===== src/logic/rbc_pkg.sv =====
package rbc_pkg;

  // Register offsets on the plain register port
  localparam logic [3:0] ADDR_ZERO_SEL   = 4'h0;
  localparam logic [3:0] ADDR_ONE_SEL    = 4'h1;
  localparam logic [3:0] ADDR_THIRD_SEL  = 4'h2;
  localparam logic [3:0] ADDR_FIRST_IRQ  = 4'h3;
  localparam logic [3:0] ADDR_SECOND_IRQ = 4'h4;
  localparam logic [3:0] ADDR_CLK_MODE   = 4'h5;
  localparam logic [3:0] ADDR_STATUS     = 4'h6;
  localparam logic [3:0] ADDR_CAUSE      = 4'h7;
  localparam logic [3:0] ADDR_PTR_BANK   = 4'h8;
  localparam logic [3:0] ADDR_AUX        = 4'h9;
  localparam logic [3:0] ADDR_PTR_ROW    = 4'ha;
  localparam logic [3:0] ADDR_PTR_DIGIT  = 4'hb;
  localparam logic [3:0] ADDR_TEMP       = 4'hc;
  localparam logic [3:0] ADDR_PTR_OK     = 4'hd;

  // Field positions
  localparam int CLK_SYS_MAIN  = 0;
  localparam int CLK_MAIN_STOP = 1;
  localparam int CLK_RING_STOP = 2;
  localparam int SEL_FIRST_IRQ  = 0;
  localparam int SEL_SECOND_IRQ = 2;
  localparam int IRQ_POLARITY   = 2;
  localparam int IRQ_INPUT_EN   = 3;

  // Widths of the scratch pointer registers and their count
  localparam int PTR_BANK_W  = 2;
  localparam int AUX_W       = 3;
  localparam int PTR_ROW_W   = 4;
  localparam int PTR_DIGIT_W = 4;
  localparam int TEMP_W      = 8;
  localparam int PTR_CNT     = 5;

  // Instruction codes seen on the instruction port
  localparam logic [3:0] OP_NOP       = 4'h0;
  localparam logic [3:0] OP_IRQ_OFF   = 4'h1;
  localparam logic [3:0] OP_ARM       = 4'h2;
  localparam logic [3:0] OP_PWR_DOWN  = 4'h3;
  localparam logic [3:0] OP_WDT_STOP  = 4'h4;
  localparam logic [3:0] OP_WDT_RST   = 4'h5;
  localparam logic [3:0] OP_SEL_CER   = 4'h6;
  localparam logic [3:0] OP_SEL_RC    = 4'h7;
  localparam logic [3:0] OP_SEL_XTAL  = 4'h8;

  // Recorded main oscillator type
  localparam logic [1:0] OSC_NONE = 2'h0;
  localparam logic [1:0] OSC_CER  = 2'h1;
  localparam logic [1:0] OSC_RC   = 2'h2;
  localparam logic [1:0] OSC_XTAL = 2'h3;

  // Reset values
  localparam logic [2:0] CLK_MODE_RESET = 3'h2;

  typedef enum logic [3:0] {
    ST_RUN    = 4'h1,
    ST_ARMED  = 4'h2,
    ST_BACKUP = 4'h4,
    ST_WAKE   = 4'h8
  } rbc_state_type;

endpackage : rbc_pkg


===== src/logic/rbc_wake_detect.sv =====
`timescale 1ns/1ps
module rbc_wake_detect #(
  parameter int PORT_W = 4
) (
  input  wire logic              core_clk_i,
  input  wire logic              reset_i,
  input  wire logic [PORT_W-1:0] port_zero_i,
  input  wire logic [PORT_W-1:0] port_one_i,
  input  wire logic              first_ext_irq_pin_i,
  input  wire logic              second_ext_irq_pin_i,
  input  wire logic [PORT_W-1:0] zero_sel_i,
  input  wire logic [PORT_W-1:0] one_sel_i,
  input  wire logic [3:0]        third_sel_i,
  input  wire logic [3:0]        first_ctrl_i,
  input  wire logic [3:0]        second_ctrl_i,
  output logic                   wake_o,
  output logic [3:0]             cause_o
);

  typedef struct packed {
    logic       wake;
    logic [3:0] cause;
  } rbc_det_type;

  rbc_det_type q;
  rbc_det_type d;

  // A selected key line held low is a pressed key
  function automatic logic any_low(input logic [PORT_W-1:0] sel,
                                   input logic [PORT_W-1:0] pins);
    any_low = |(sel & ~pins);
  endfunction : any_low

  // Return conditions of all enabled sources
  always_comb begin
    d.cause[0] = any_low(zero_sel_i, port_zero_i);
    d.cause[1] = any_low(one_sel_i, port_one_i);
    d.cause[2] = third_sel_i[rbc_pkg::SEL_FIRST_IRQ] &&
      (first_ext_irq_pin_i == first_ctrl_i[rbc_pkg::IRQ_POLARITY]);
    d.cause[3] = third_sel_i[rbc_pkg::SEL_SECOND_IRQ] &&
      (second_ext_irq_pin_i == second_ctrl_i[rbc_pkg::IRQ_POLARITY]);
    d.wake = |d.cause;
  end

  always_ff @(posedge core_clk_i or posedge reset_i) begin
    if (reset_i) begin
      q <= '0;
    end else begin
      q <= d;
    end
  end

  assign wake_o  = q.wake;
  assign cause_o = q.cause;

endmodule : rbc_wake_detect


===== src/logic/rbc_backup_clock.sv =====
// Our own choices: the strobed register port and the register addresses.
`timescale 1ns/1ps
// Behaviour
// Bank, auxiliary and temporary registers count as unset after reset.
// Back-up entered only by power-down right after the arming instruction.
// Software disables interrupts before arming and power-down.
// Enabled key-on sources wake; a condition already true returns at once.
// Software checks no return condition holds before power-down.
// All five pointer registers count as unset after a return.
// Watchdog is active again after every return from back-up.
// Software clears the first watchdog flag with restart before back-up.
// Software clears third select bit 0 when first irq input is off.
// Software clears third select bit 2 when second irq input is off.
// Only the first clock-select instruction is recorded.
// Clock select records the type; no start, no clock switch.
// Without a clock select the main clock stays unusable.
// Stopped sources refused as system clock; active source cannot stop.
// Software selects the clock first thing in its setup routine.
// External clock: ceramic select, then clear the main stop bit.
// Main clock input forced high while the main stop bit is set.
module rbc_backup_clock #(
  parameter int PORT_W = 4,
  parameter int WDT_W  = 16
) (
  input  wire logic              core_clk_i,
  input  wire logic              reset_i,
  input  wire logic [3:0]        reg_addr_i,
  input  wire logic [7:0]        reg_wdata_i,
  input  wire logic              reg_wr_i,
  input  wire logic              reg_rd_i,
  output logic      [7:0]        reg_rdata_o,
  input  wire logic              instr_valid_i,
  input  wire logic [3:0]        instr_code_i,
  input  wire logic [PORT_W-1:0] port_zero_i,
  input  wire logic [PORT_W-1:0] port_one_i,
  input  wire logic              first_ext_irq_pin_i,
  input  wire logic              second_ext_irq_pin_i,
  output logic                   backup_o,
  output logic                   wake_o,
  output logic                   main_osc_en_o,
  output logic                   sys_clk_main_o,
  output logic                   xin_force_high_o,
  output logic                   wdt_active_o,
  output logic                   wdt_flag_o
);

  typedef struct packed {
    rbc_pkg::rbc_state_type           st;
    logic [PORT_W-1:0]                zero_sel;
    logic [PORT_W-1:0]                one_sel;
    logic [3:0]                       third_sel;
    logic [3:0]                       first_ctrl;
    logic [3:0]                       second_ctrl;
    logic                             sys_main;
    logic                             main_stop;
    logic                             ring_stop;
    logic                             osc_en;
    logic                             sel_done;
    logic [1:0]                       osc;
    logic                             wdt_act;
    logic                             wdt_pend;
    logic                             watchdog_first_flag;
    logic [WDT_W-1:0]                 wdt_cnt;
    logic [rbc_pkg::PTR_BANK_W-1:0]   bank;
    logic [rbc_pkg::AUX_W-1:0]        aux;
    logic [rbc_pkg::PTR_ROW_W-1:0]    row;
    logic [rbc_pkg::PTR_DIGIT_W-1:0]  digit;
    logic [rbc_pkg::TEMP_W-1:0]       temp;
    logic [rbc_pkg::PTR_CNT-1:0]      ptr_ok;
    logic [3:0]                       cause;
    logic                             backup;
    logic                             wake;
    logic [7:0]                       rdata;
  } rbc_regs_type;

  rbc_regs_type q;
  rbc_regs_type d;
  logic         det_wake;
  logic [3:0]   det_cause;
  logic         op_arm;
  logic         op_pdn;
  logic         op_wstop;
  logic         op_watchdog_restart_instr;
  logic         op_sel;
  logic [1:0]   sel_type;
  logic         req_main;
  logic         req_stop;
  logic         clk_wr;

  // True when the given instruction is presented
  function automatic logic is_op(input logic       v,
                                 input logic [3:0] c,
                                 input logic [3:0] op);
    is_op = v && (c == op);
  endfunction : is_op

  // Return condition watcher for the key-on sources
  rbc_wake_detect #(
    .PORT_W (PORT_W)
  ) u_wake (
    .core_clk_i           (core_clk_i),
    .reset_i              (reset_i),
    .port_zero_i          (port_zero_i),
    .port_one_i           (port_one_i),
    .first_ext_irq_pin_i  (first_ext_irq_pin_i),
    .second_ext_irq_pin_i (second_ext_irq_pin_i),
    .zero_sel_i           (q.zero_sel),
    .one_sel_i            (q.one_sel),
    .third_sel_i          (q.third_sel),
    .first_ctrl_i         (q.first_ctrl),
    .second_ctrl_i        (q.second_ctrl),
    .wake_o               (det_wake),
    .cause_o              (det_cause)
  );

  // Instruction decode, also active while the core is stopped
  always_comb begin
    op_arm   = is_op(instr_valid_i, instr_code_i, rbc_pkg::OP_ARM);
    op_pdn   = is_op(instr_valid_i, instr_code_i, rbc_pkg::OP_PWR_DOWN);
    op_wstop = is_op(instr_valid_i, instr_code_i, rbc_pkg::OP_WDT_STOP);
    op_watchdog_restart_instr  = is_op(instr_valid_i, instr_code_i, rbc_pkg::OP_WDT_RST);
    op_sel   = 1'b1;
    sel_type = rbc_pkg::OSC_NONE;
    if (is_op(instr_valid_i, instr_code_i, rbc_pkg::OP_SEL_CER)) begin
      sel_type = rbc_pkg::OSC_CER;
    end else if (is_op(instr_valid_i, instr_code_i,
                       rbc_pkg::OP_SEL_RC)) begin
      sel_type = rbc_pkg::OSC_RC;
    end else if (is_op(instr_valid_i, instr_code_i,
                       rbc_pkg::OP_SEL_XTAL)) begin
      sel_type = rbc_pkg::OSC_XTAL;
    end else begin
      op_sel = 1'b0;
    end
  end

  // Next state of the whole block
  always_comb begin
    d        = q;
    d.rdata  = 8'h00;
    d.wake   = 1'b0;
    clk_wr   = reg_wr_i && (reg_addr_i == rbc_pkg::ADDR_CLK_MODE);
    req_main = reg_wdata_i[rbc_pkg::CLK_SYS_MAIN];
    req_stop = reg_wdata_i[rbc_pkg::CLK_MAIN_STOP] || !q.sel_done;
    // Register writes
    if (reg_wr_i) begin
      case (reg_addr_i)
        rbc_pkg::ADDR_ZERO_SEL:   d.zero_sel = reg_wdata_i[PORT_W-1:0];
        rbc_pkg::ADDR_ONE_SEL:    d.one_sel = reg_wdata_i[PORT_W-1:0];
        rbc_pkg::ADDR_THIRD_SEL:  d.third_sel = reg_wdata_i[3:0];
        rbc_pkg::ADDR_FIRST_IRQ:  d.first_ctrl = reg_wdata_i[3:0];
        rbc_pkg::ADDR_SECOND_IRQ: d.second_ctrl = reg_wdata_i[3:0];
        rbc_pkg::ADDR_PTR_BANK: begin
          d.bank      = reg_wdata_i[rbc_pkg::PTR_BANK_W-1:0];
          d.ptr_ok[0] = 1'b1;
        end
        rbc_pkg::ADDR_AUX: begin
          d.aux       = reg_wdata_i[rbc_pkg::AUX_W-1:0];
          d.ptr_ok[1] = 1'b1;
        end
        rbc_pkg::ADDR_PTR_ROW: begin
          d.row       = reg_wdata_i[rbc_pkg::PTR_ROW_W-1:0];
          d.ptr_ok[2] = 1'b1;
        end
        rbc_pkg::ADDR_PTR_DIGIT: begin
          d.digit     = reg_wdata_i[rbc_pkg::PTR_DIGIT_W-1:0];
          d.ptr_ok[3] = 1'b1;
        end
        rbc_pkg::ADDR_TEMP: begin
          d.temp      = reg_wdata_i[rbc_pkg::TEMP_W-1:0];
          d.ptr_ok[4] = 1'b1;
        end
        default: begin
        end
      endcase
    end
    // Clock mode write with refusal of unsafe changes
    if (clk_wr) begin
      if (req_main ? !q.main_stop : !q.ring_stop) begin
        d.sys_main = req_main;
      end
      d.main_stop = req_stop && !d.sys_main; // see R13
      d.ring_stop = reg_wdata_i[rbc_pkg::CLK_RING_STOP] && d.sys_main;
    end
    d.osc_en = !d.main_stop;
    // First clock select wins and only records the type
    if (op_sel && !q.sel_done && q.st == rbc_pkg::ST_RUN) begin
      d.sel_done = 1'b1; // see R11
      d.osc      = sel_type;
    end
    // Watchdog stop must be followed at once by restart
    if (instr_valid_i && q.st != rbc_pkg::ST_BACKUP) begin
      d.wdt_pend = op_wstop;
      if (op_watchdog_restart_instr && q.wdt_pend) begin
        d.wdt_act = 1'b0;
      end
    end
    // Restart clears the count and the first flag; overflow wins
    if (op_watchdog_restart_instr) begin
      d.wdt_cnt = '0;
      d.watchdog_first_flag    = 1'b0;
    end else if (q.wdt_act && q.st != rbc_pkg::ST_BACKUP) begin
      d.wdt_cnt = q.wdt_cnt + 1'b1;
    end
    if (q.wdt_act && q.st != rbc_pkg::ST_BACKUP && (&q.wdt_cnt)) begin
      d.watchdog_first_flag = 1'b1;
    end
    // Back-up sequencer
    case (q.st)
      rbc_pkg::ST_RUN: begin
        if (op_arm) begin
          d.st = rbc_pkg::ST_ARMED;
        end
      end
      rbc_pkg::ST_ARMED: begin
        if (instr_valid_i) begin
          if (!op_pdn) begin
            d.st = rbc_pkg::ST_RUN;
          end else if (det_wake) begin
            d.st = rbc_pkg::ST_WAKE;
          end else begin
            d.st = rbc_pkg::ST_BACKUP;
          end
        end
      end
      rbc_pkg::ST_BACKUP: begin
        if (det_wake) begin
          d.st = rbc_pkg::ST_WAKE; // see R04 see R09
        end
      end
      rbc_pkg::ST_WAKE: begin
        d.st = rbc_pkg::ST_RUN;
      end
      default: begin
        d.st = rbc_pkg::ST_RUN;
      end
    endcase
    // Entry to the wake state reactivates the watchdog, drops pointers
    if (d.st == rbc_pkg::ST_WAKE && q.st != rbc_pkg::ST_WAKE) begin
      d.wake     = 1'b1;
      d.wdt_act  = 1'b1;
      d.wdt_pend = 1'b0;
      d.ptr_ok   = '0;
      d.cause    = det_cause;
    end
    d.backup = (d.st == rbc_pkg::ST_BACKUP);
    // Read data stands only in the cycle after the strobe
    if (reg_rd_i) begin
      case (reg_addr_i)
        rbc_pkg::ADDR_ZERO_SEL:   d.rdata = 8'(q.zero_sel);
        rbc_pkg::ADDR_ONE_SEL:    d.rdata = 8'(q.one_sel);
        rbc_pkg::ADDR_THIRD_SEL:  d.rdata = {4'h0, q.third_sel};
        rbc_pkg::ADDR_FIRST_IRQ:  d.rdata = {4'h0, q.first_ctrl};
        rbc_pkg::ADDR_SECOND_IRQ: d.rdata = {4'h0, q.second_ctrl};
        rbc_pkg::ADDR_CLK_MODE:
          d.rdata = {5'h00, q.ring_stop, q.main_stop, q.sys_main};
        rbc_pkg::ADDR_STATUS:
          d.rdata = {2'h0, q.watchdog_first_flag, q.wdt_act, q.osc, q.sel_done,
                     q.backup};
        rbc_pkg::ADDR_CAUSE:      d.rdata = {4'h0, q.cause};
        rbc_pkg::ADDR_PTR_BANK:   d.rdata = 8'(q.bank);
        rbc_pkg::ADDR_AUX:        d.rdata = 8'(q.aux);
        rbc_pkg::ADDR_PTR_ROW:    d.rdata = 8'(q.row);
        rbc_pkg::ADDR_PTR_DIGIT:  d.rdata = 8'(q.digit);
        rbc_pkg::ADDR_TEMP:       d.rdata = q.temp;
        rbc_pkg::ADDR_PTR_OK:     d.rdata = 8'(q.ptr_ok);
        default:                  d.rdata = 8'h00;
      endcase
    end
  end

  // State register; pointer contents count as unset until written
  always_ff @(posedge core_clk_i or posedge reset_i) begin
    if (reset_i) begin
      q           <= '0;
      q.st        <= rbc_pkg::ST_RUN;
      q.sys_main  <= rbc_pkg::CLK_MODE_RESET[rbc_pkg::CLK_SYS_MAIN];
      q.main_stop <= rbc_pkg::CLK_MODE_RESET[rbc_pkg::CLK_MAIN_STOP];
      q.ring_stop <= rbc_pkg::CLK_MODE_RESET[rbc_pkg::CLK_RING_STOP];
      q.wdt_act   <= 1'b1;
      q.ptr_ok    <= '0;
    end else begin
      q <= d;
    end
  end

  // Outputs straight from the state register
  assign reg_rdata_o      = q.rdata;
  assign backup_o         = q.backup;
  assign wake_o           = q.wake;
  assign main_osc_en_o    = q.osc_en;
  assign sys_clk_main_o   = q.sys_main;
  assign xin_force_high_o = q.main_stop;
  assign wdt_active_o     = q.wdt_act;
  assign wdt_flag_o       = q.watchdog_first_flag;
endmodule : rbc_backup_clock


===== config.mk =====
export PLATFORM = sky130hd
export DESIGN_NAME = rbc_backup_clock
export DESIGN_NICKNAME = d
export VERILOG_FILES = /design/src/logic/rbc_pkg.sv /design/src/logic/rbc_wake_detect.sv /design/src/logic/rbc_backup_clock.sv
export SDC_FILE = /design/constraint.sdc
export NUM_CORES = 1
export LEC_CHECK = 0
export BUFFER_PORTS_ARGS = -buffer_cell sky130_fd_sc_hd__buf_2
export CORE_ASPECT_RATIO = 1.1
export CORE_MARGIN = 2
export CORE_UTILIZATION = 45
export CTS_CLUSTER_DIAMETER = 30
export DETAILED_ROUTE_END_ITERATION = 10
export SLEW_MARGIN = 25
export SYNTH_ARGS = -nofsm -noshare
export SYNTH_HDL_FRONTEND = slang
export SYNTH_SLANG_ARGS = --single-unit

===== constraint.sdc =====
create_clock -name core_clk_i -period 3.45 [get_ports core_clk_i]
set_input_delay 0.1725 -clock core_clk_i [delete_from_list [all_inputs] [get_ports core_clk_i]]
set_output_delay 0.1725 -clock core_clk_i [all_outputs]
set_load 0.03 [all_outputs]

==> metrics.csv, run 1 <==
stage,metric,value,unit
outcome,run status,completed,
clock_tree,worst skew pair latency,340,ps
hold_path,Hold Crit Class,input port to asynchronous set/reset pin,
sta,clock skew,5.62,ps
global_routing,Tot GR Track Use,20.4,%
sta,Slew HR,33.4,%
drt,Vias per Instance,5.56,
final_layout,Layout Nets,492,
critical_path,Critical Path Fanout Max,13,
power_and_ir_drop,post-layout power,2.95,mW
place,Final GP Congestion,0.845,
place,IO buf count,45,
sta,"Hold Vio Cnt, Final",0,
synth,post-synth top area share,48.5,%
power_and_ir_drop,Worst VDD drop,0.307,mV
die,row count,39,
drt,wire per inst,17.8,µm
clock_tree,Num Clock Sinks,95,
clock_tree,setup bufs post-CTS,0,
sta,hold_ws,10.3,ps
sta,TNS Setup,0,ps
final_layout,n_diodes,0,
clock_tree,post-CTS sizing,0,
global_routing,number of global-route vias before repair,3367,
global_routing,largest net degree at the start of global routing,70,
sta,Fmax achieved,527,MHz
sta,post-route minimum period,1900,ps
synth,Post-Syn Instances,430,
synth,post-synthesis register bit count,95,
place,DP HPWL,7.74,mm
clock_tree,Root Driver,clkbuf_16,
synth,Synth Net Count,462,
drt,Total Wirelength,10.8,mm
synth,register area share after synthesis,50.2,%
clock_tree,CTS H-tree lvls,3,
drt,TritonRoute pass-1 iters,4,
sta,RSZ-0062 raised after global routing,no,
critical_path,CP Capture Type,register,
global_routing,GRT overflow,0,
clock_tree,clock buffer count from CTS,9,
die,Core ar.,10300,µm²
synth,Netlist Area Pre-Place,4740,µm²
die,Die ar.,11400,µm²
drt,Post-DRT Antenna Nets,0,
global_routing,first-pass GRT wire length,17.6,mm
job,maxcap violations,0,
drt,Initial DRC Count,164,
die,Die Ht,112,µm
final_layout,"most common cell after layout, fill and taps aside",dfrtp_1,
sta,worst slew pin tran,999,ps
drt,via count,3381,
clock_tree,CTS tree,yes,
clock_tree,Bufs on Longest Clock Path,2,
final_layout,layout cells sized above 1,25.4,%
power_and_ir_drop,Pleak,2.33,nW
clock_tree,hold_buf cts,0,
synth,ys flop type,dfrtp_1,
synth,Synth cell types,64,
power_and_ir_drop,pwr dens,560,nW/µm²
critical_path,"setup slack, reg-to-reg",1550,ps
synth,Post-synth ARST share,100,%
synth,"EDFF count, synth",0,
final_layout,Filler cells,956,
sta,final setup fails,0,
sta,"Period Utilization, post-route",55.0,%
critical_path,critical path arrival,2120,ps
clock_tree,clock transition at the registers of the reported paths,60,ps
final_layout,area grow syn2layout,11.1,%
die,Top Ports,46,
synth,dominant cells by area after synthesis,"dfrtp_1 49%, mux2_2 9.3%, nand2_1 2.2%",
synth,Avg Inst Size Synth,11.0,µm²
critical_path,critical path data required time,3680,ps
die,initial core utilization,45.8,%
global_routing,initial antenna violation count,0,
critical_path,CP Class,register to register,
sta,max-slew violations,0,
synth,synth warn,0,
drt,Post-route DRC,0,
final_layout,most frequent cells in the layout,"92 x dfrtp_1, 45 x buf_2, 39 x mux2_2",
synth,Synth area leader,dfrtp_1,
die,Die Wd,102,µm
critical_path,CP Launch Type,register,
power by group:
group          leakage [nW]  switching (mW)  internal [mW]
Sequential             1.16           0.154           1.32
Combinational          1.02           0.254          0.236
Clock                 0.146           0.413          0.579
critical path, stage by stage, from the launching register on:
cell and delay [ps]:
dfstp_2 590, nor2b_1 180, a31oi_1 130, o311ai_2 230, buf_4 280, mux2_2 370
final timing paths:
kind / startpoint / endpoint / cells past startpoint
max: q[86] / q[13] / 5
min reg2reg: u_wake.wake_o / q[88] / 1
min: reset_i / reg_rdata_o[7] / 2
max reg2reg: q[86] / q[13] / 5
max in group asynchronous: reset_i / q[69] / 3
min in group core_clk_i: reg_wdata_i[5] / q[24] / 2
registers in the layout, indices dropped and copies added, names as in the netlist:
signal and flops:
q 75, u_wake.cause_o 4, u_wake.wake_o 1, sys_clk_main_o 1, backup_o 1, wdt_flag_o 1, main_osc_en_o 1, xin_force_high_o 1
wake_o 1, reg_rdata_o 8, wdt_active_o 1
kinds of logic after synthesis:
family                     count (synthesis)  share of synthesized area [%]
AOI/OAI and AO/OA                         91                           13.2
xor gates and xnor gates                   7                           1.29
adders and majority gates                  1                          0.264
buffers and inverters                     51                           5.80
DFF                                       95                           50.2
muxes                                     48                           11.5
and+or+nand+nor                          137                           17.7
cells in the mapped netlist, drive strengths merged (4+ instances only):
library cell  instances
a21oi                15
a221oi                4
a22o                  4
a22oi                13
a31oi                 6
and2                  8
and3                  8
buf                  24
clkbuf                5
dfrtp                92
inv                  22
mux2                 40
mux2i                 7
nand2                28
nand2b                7
nand3                14
nand3b                4
nand4                 6
nor2                 13
nor2b                13
nor3b                 5
nor4b                 7
o21a                  5
o21ai                21
o221ai                4
or3                  11
xnor2                 4
metal layers:
layer	track usage, %	part of all wire [%]	vias to the layer above
li1	-	-	1618
met1	27.7	45	1681
met2	32.1	49	62
met3	2.82	3.2	20
met4	9.60	2.6	0
met5	0	0	-
per-stage QoR:
stage / std cells / util [%] / worst slack, ps / area, µm²
2_1_floorplan: 430 / - / 805 / 4740
3_3_place_gp: 592 / 48.1 / 1570 / 4980
4_1_cts: 608 / 50.9 / 1550 / 5270
5_1_grt: 608 / 50.9 / 1420 / 5270
3_5_place_dp: 592 / 48.1 / 1570 / 4980
6_report: 608 / 50.9 / 1550 / 5270
area by class of cell:
type                       instances  area [µm²]  share of cell area [%]
sequential                        95        2380                    45.2
multi-input combinational        284        2090                    39.6
timing repair buffer              48         248                    4.70
clock buffer                      12         246                    4.68
tap                              143         179                    3.40
inverter                          22        85.1                    1.61
clock inverter                     4        45.0                   0.855
No activity file was read; power rests on OpenSTA's default activity.
==> run 2: changes to the inputs <==
Settings changed: ABC_AREA set to 1.
Clock period 3.45 ns to 1.8 ns, I/O delays scaled along.
==> metrics.csv, run 2 <==
stage,metric,value,unit
power_and_ir_drop,clock share of power,29.9,%
sta,final setup fails,0,
synth,Synth cell types,28,
power_and_ir_drop,Pleak,2.85,nW
drt,via count,3969,
final_layout,Largest Register,q,
drt,Post-DRT Antenna Nets,0,
sta,clock skew,10.0,ps
clock_tree,worst skew pair latency,370,ps
power_and_ir_drop,Worst VDD drop,0.503,mV
synth,XOR/XNOR Fraction of Synth Area,0,%
synth,top-count cell post-synth,nand2_1,
synth,Synth Net Count,644,
final_layout,Layout Cells excl Fill,798,
critical_path,CP Capture Type,register,
drt,Total Wirelength,11.3,mm
synth,post-synthesis register bit count,95,
critical_path,CP Class,input port to register,
critical_path,Worst Path Buf+Inv,4,
synth,Netlist Area Pre-Place,4660,µm²
power_and_ir_drop,Switching Share,29.5,%
die,Core ar.,9980,µm²
synth,post-synth top area share,49.4,%
sta,worst slew pin tran,501,ps
synth,Avg Inst Size Synth,7.62,µm²
drt,Post-route DRC,0,
critical_path,critical path data required time,2060,ps
global_routing,GRT overflow,0,
global_routing,first-pass GRT wire length,19.3,mm
die,initial core utilization,46.7,%
sta,hold_ws,43.7,ps
final_layout,Layout Nets,705,
place,IO buf count,45,
final_layout,Filler cells,1015,
power_and_ir_drop,Pint,3.37,mW
synth,register area share after synthesis,51.1,%
clock_tree,clock buffer count from CTS,9,
clock_tree,Root Driver,clkbuf_8,
synth,mux cell area share after synthesis,0,%
sta,TNS Setup,0,ps
die,Die Wd,101,µm
sta,RSZ-0062 raised after global routing,no,
clock_tree,CTS tree,yes,
global_routing,initial antenna violation count,0,
critical_path,Slowest Stage Delay on Critical Path,530,ps
die,Die ar.,11200,µm²
synth,combinational family with the most area after synthesis,simple AND/OR/NAND/NOR gates,
job,maxcap violations,0,
final_layout,most frequent cells in the layout,"187 x nand2_1, 92 x dfrtp_1, 81 x inv_1",
clock_tree,setup bufs post-CTS,0,
synth,Synth area leader,dfrtp_1,
power_and_ir_drop,Net Switching,1.41,mW
clock_tree,CTS H-tree lvls,3,
hold_path,Hold Startpoint,first_ext_irq_pin_i,
synth,simple-gate portion of the synthesized area,30.8,%
die,Die Ht,111,µm
synth,dominant cells by area after synthesis,"dfrtp_1 49%, nand2_1 15%, inv_1 6.6%",
critical_path,Setup crit start,instr_valid_i,
clock_tree,Bufs on Longest Clock Path,2,
final_layout,layout cells sized above 1,13.6,%
critical_path,worst path cell trace,"dlygate4sd3_1, buf_2, nand3_1, inv_1, nand3_1, nand2_1, inv_1, nand2_1, nand2_1",
global_routing,Tot GR Track Use,22.0,%
sta,post-route minimum period,1550,ps
final_layout,"most common cell after layout, fill and taps aside",nand2_1,
sta,"Hold Vio Cnt, Final",0,
outcome,run status,completed,
place,DP HPWL,8.53,mm
die,Top Ports,46,
synth,adder-cell area share of the yosys netlist,0.268,%
final_layout,max FFs per register,75,
critical_path,CP Launch Type,input port,
critical_path,launching point of the worst reg2reg path,q[42],
critical_path,CP most frequent cell,nand2_1,
synth,Synth Area in Compound Gates,8.89,%
clock_tree,Num Clock Sinks,95,
drt,wire per inst,14.2,µm
sta,Slew HR,66.4,%
critical_path,critical path arrival,1810,ps
synth,Post-synth top cells,"187 x nand2_1, 92 x dfrtp_1, 82 x inv_1",
sta,"Period Utilization, post-route",86.0,%
clock_tree,clock transition at the registers of the reported paths,90,ps
drt,TritonRoute pass-1 iters,4,
place,dpl cells,773,
synth,Post-Syn Instances,612,
critical_path,Critical Path Fanout Max,8,
final_layout,area grow syn2layout,14.4,%
global_routing,number of global-route vias before repair,3922,
sta,max-slew violations,0,
critical_path,critical path's top delay family,buffers and inverters,
synth,Post-synth ARST share,100,%
global_routing,largest net degree at the start of global routing,36,
power_and_ir_drop,Logic pwr share,15.2,%
power_and_ir_drop,Flop pwr share,54.9,%
synth,ys flop type,dfrtp_1,
sta,Fmax achieved,646,MHz
die,row count,38,
drt,Vias per Instance,4.97,
drt,Initial DRC Count,234,
synth,"EDFF count, synth",0,
critical_path,slowest cell on the critical path,dlygate4sd3_1,
place,Final GP Congestion,0.853,
power_and_ir_drop,pwr dens,896,nW/µm²
synth,synth warn,0,
final_layout,n_diodes,0,
hold_path,Hold Crit Class,input port to register,
## run 2: cell type report
cell class,instances,area (µm²),area share (%)
clock buffer,11,141,2.65
clock inverter,5,57.6,1.08
inverter,85,323,6.05
multi-input combinational,418,1860,35.0
sequential,95,2380,44.7
tap,120,150,2.82
timing repair buffer,64,415,7.79
## run 2: final timing paths
kind | end | slack [ps] | cells after the start
min | u_wake.cause_o[2] | 40 | 5
min reg2reg | q[11] | 480 | 2
max in group asynchronous | wdt_active_o | 960 | 4
min in group asynchronous | u_wake.cause_o[0] | 260 | 3
max reg2reg | q[47] | 320 | 5
max | q[55] | 250 | 9
## run 2: repair_timing
item	in CTS	in global routing
hold endpoints to repair	22	0
resized for setup	0	0
hold buffers	9	0
## run 2: logic make-up (layout without fill, tap and decap cells)
kind of cell,Yosys count,count (layout)
buffers and inverters,99,165
adders and majority gates,1,1
AOI/OAI and AO/OA,79,79
and+or+nand+nor,338,338
DFF,95,95
## run 2: layer usage
layer / vias to the layer above / global-route usage (%) / share of wire (%)
li1: 2052 / - / -
met1: 1834 / 29.5 / 46
met2: 71 / 36.9 / 50
met3: 12 / 3.47 / 3.5
met4: 0 / 6.40 / 1.3
met5: - / 0 / 0
## run 2: per-stage QoR
step                util (%)  instance area (µm²)  power [mW]  worst slack, ps
floorplan                  -                 4660        3.12              430
global placement        50.5                 5040        3.36              378
detailed placement      50.5                 5040        3.39              325
CTS                     53.4                 5330        4.81              250
global route            53.4                 5330        5.07             10.5
finish                  53.4                 5330        4.78              252
## run 2: power by group through the flow
stage	Sequential [mW]	Clock, mW	Combinational, mW
after floorplan	2.63	0	0.487
after global placement	2.66	0	0.699
after detailed placement	2.67	0	0.720
after CTS	2.62	1.45	0.736
after global routing	2.66	1.56	0.846
final	2.62	1.43	0.727
## run 2: worst reg2reg max path, stage by stage, from the launching register on
cell	delay (ps)
dfrtp_1	470
nand2_1	90
nor3_1	440
nand2_1	160
o21ai_0	170
nor2_1	60
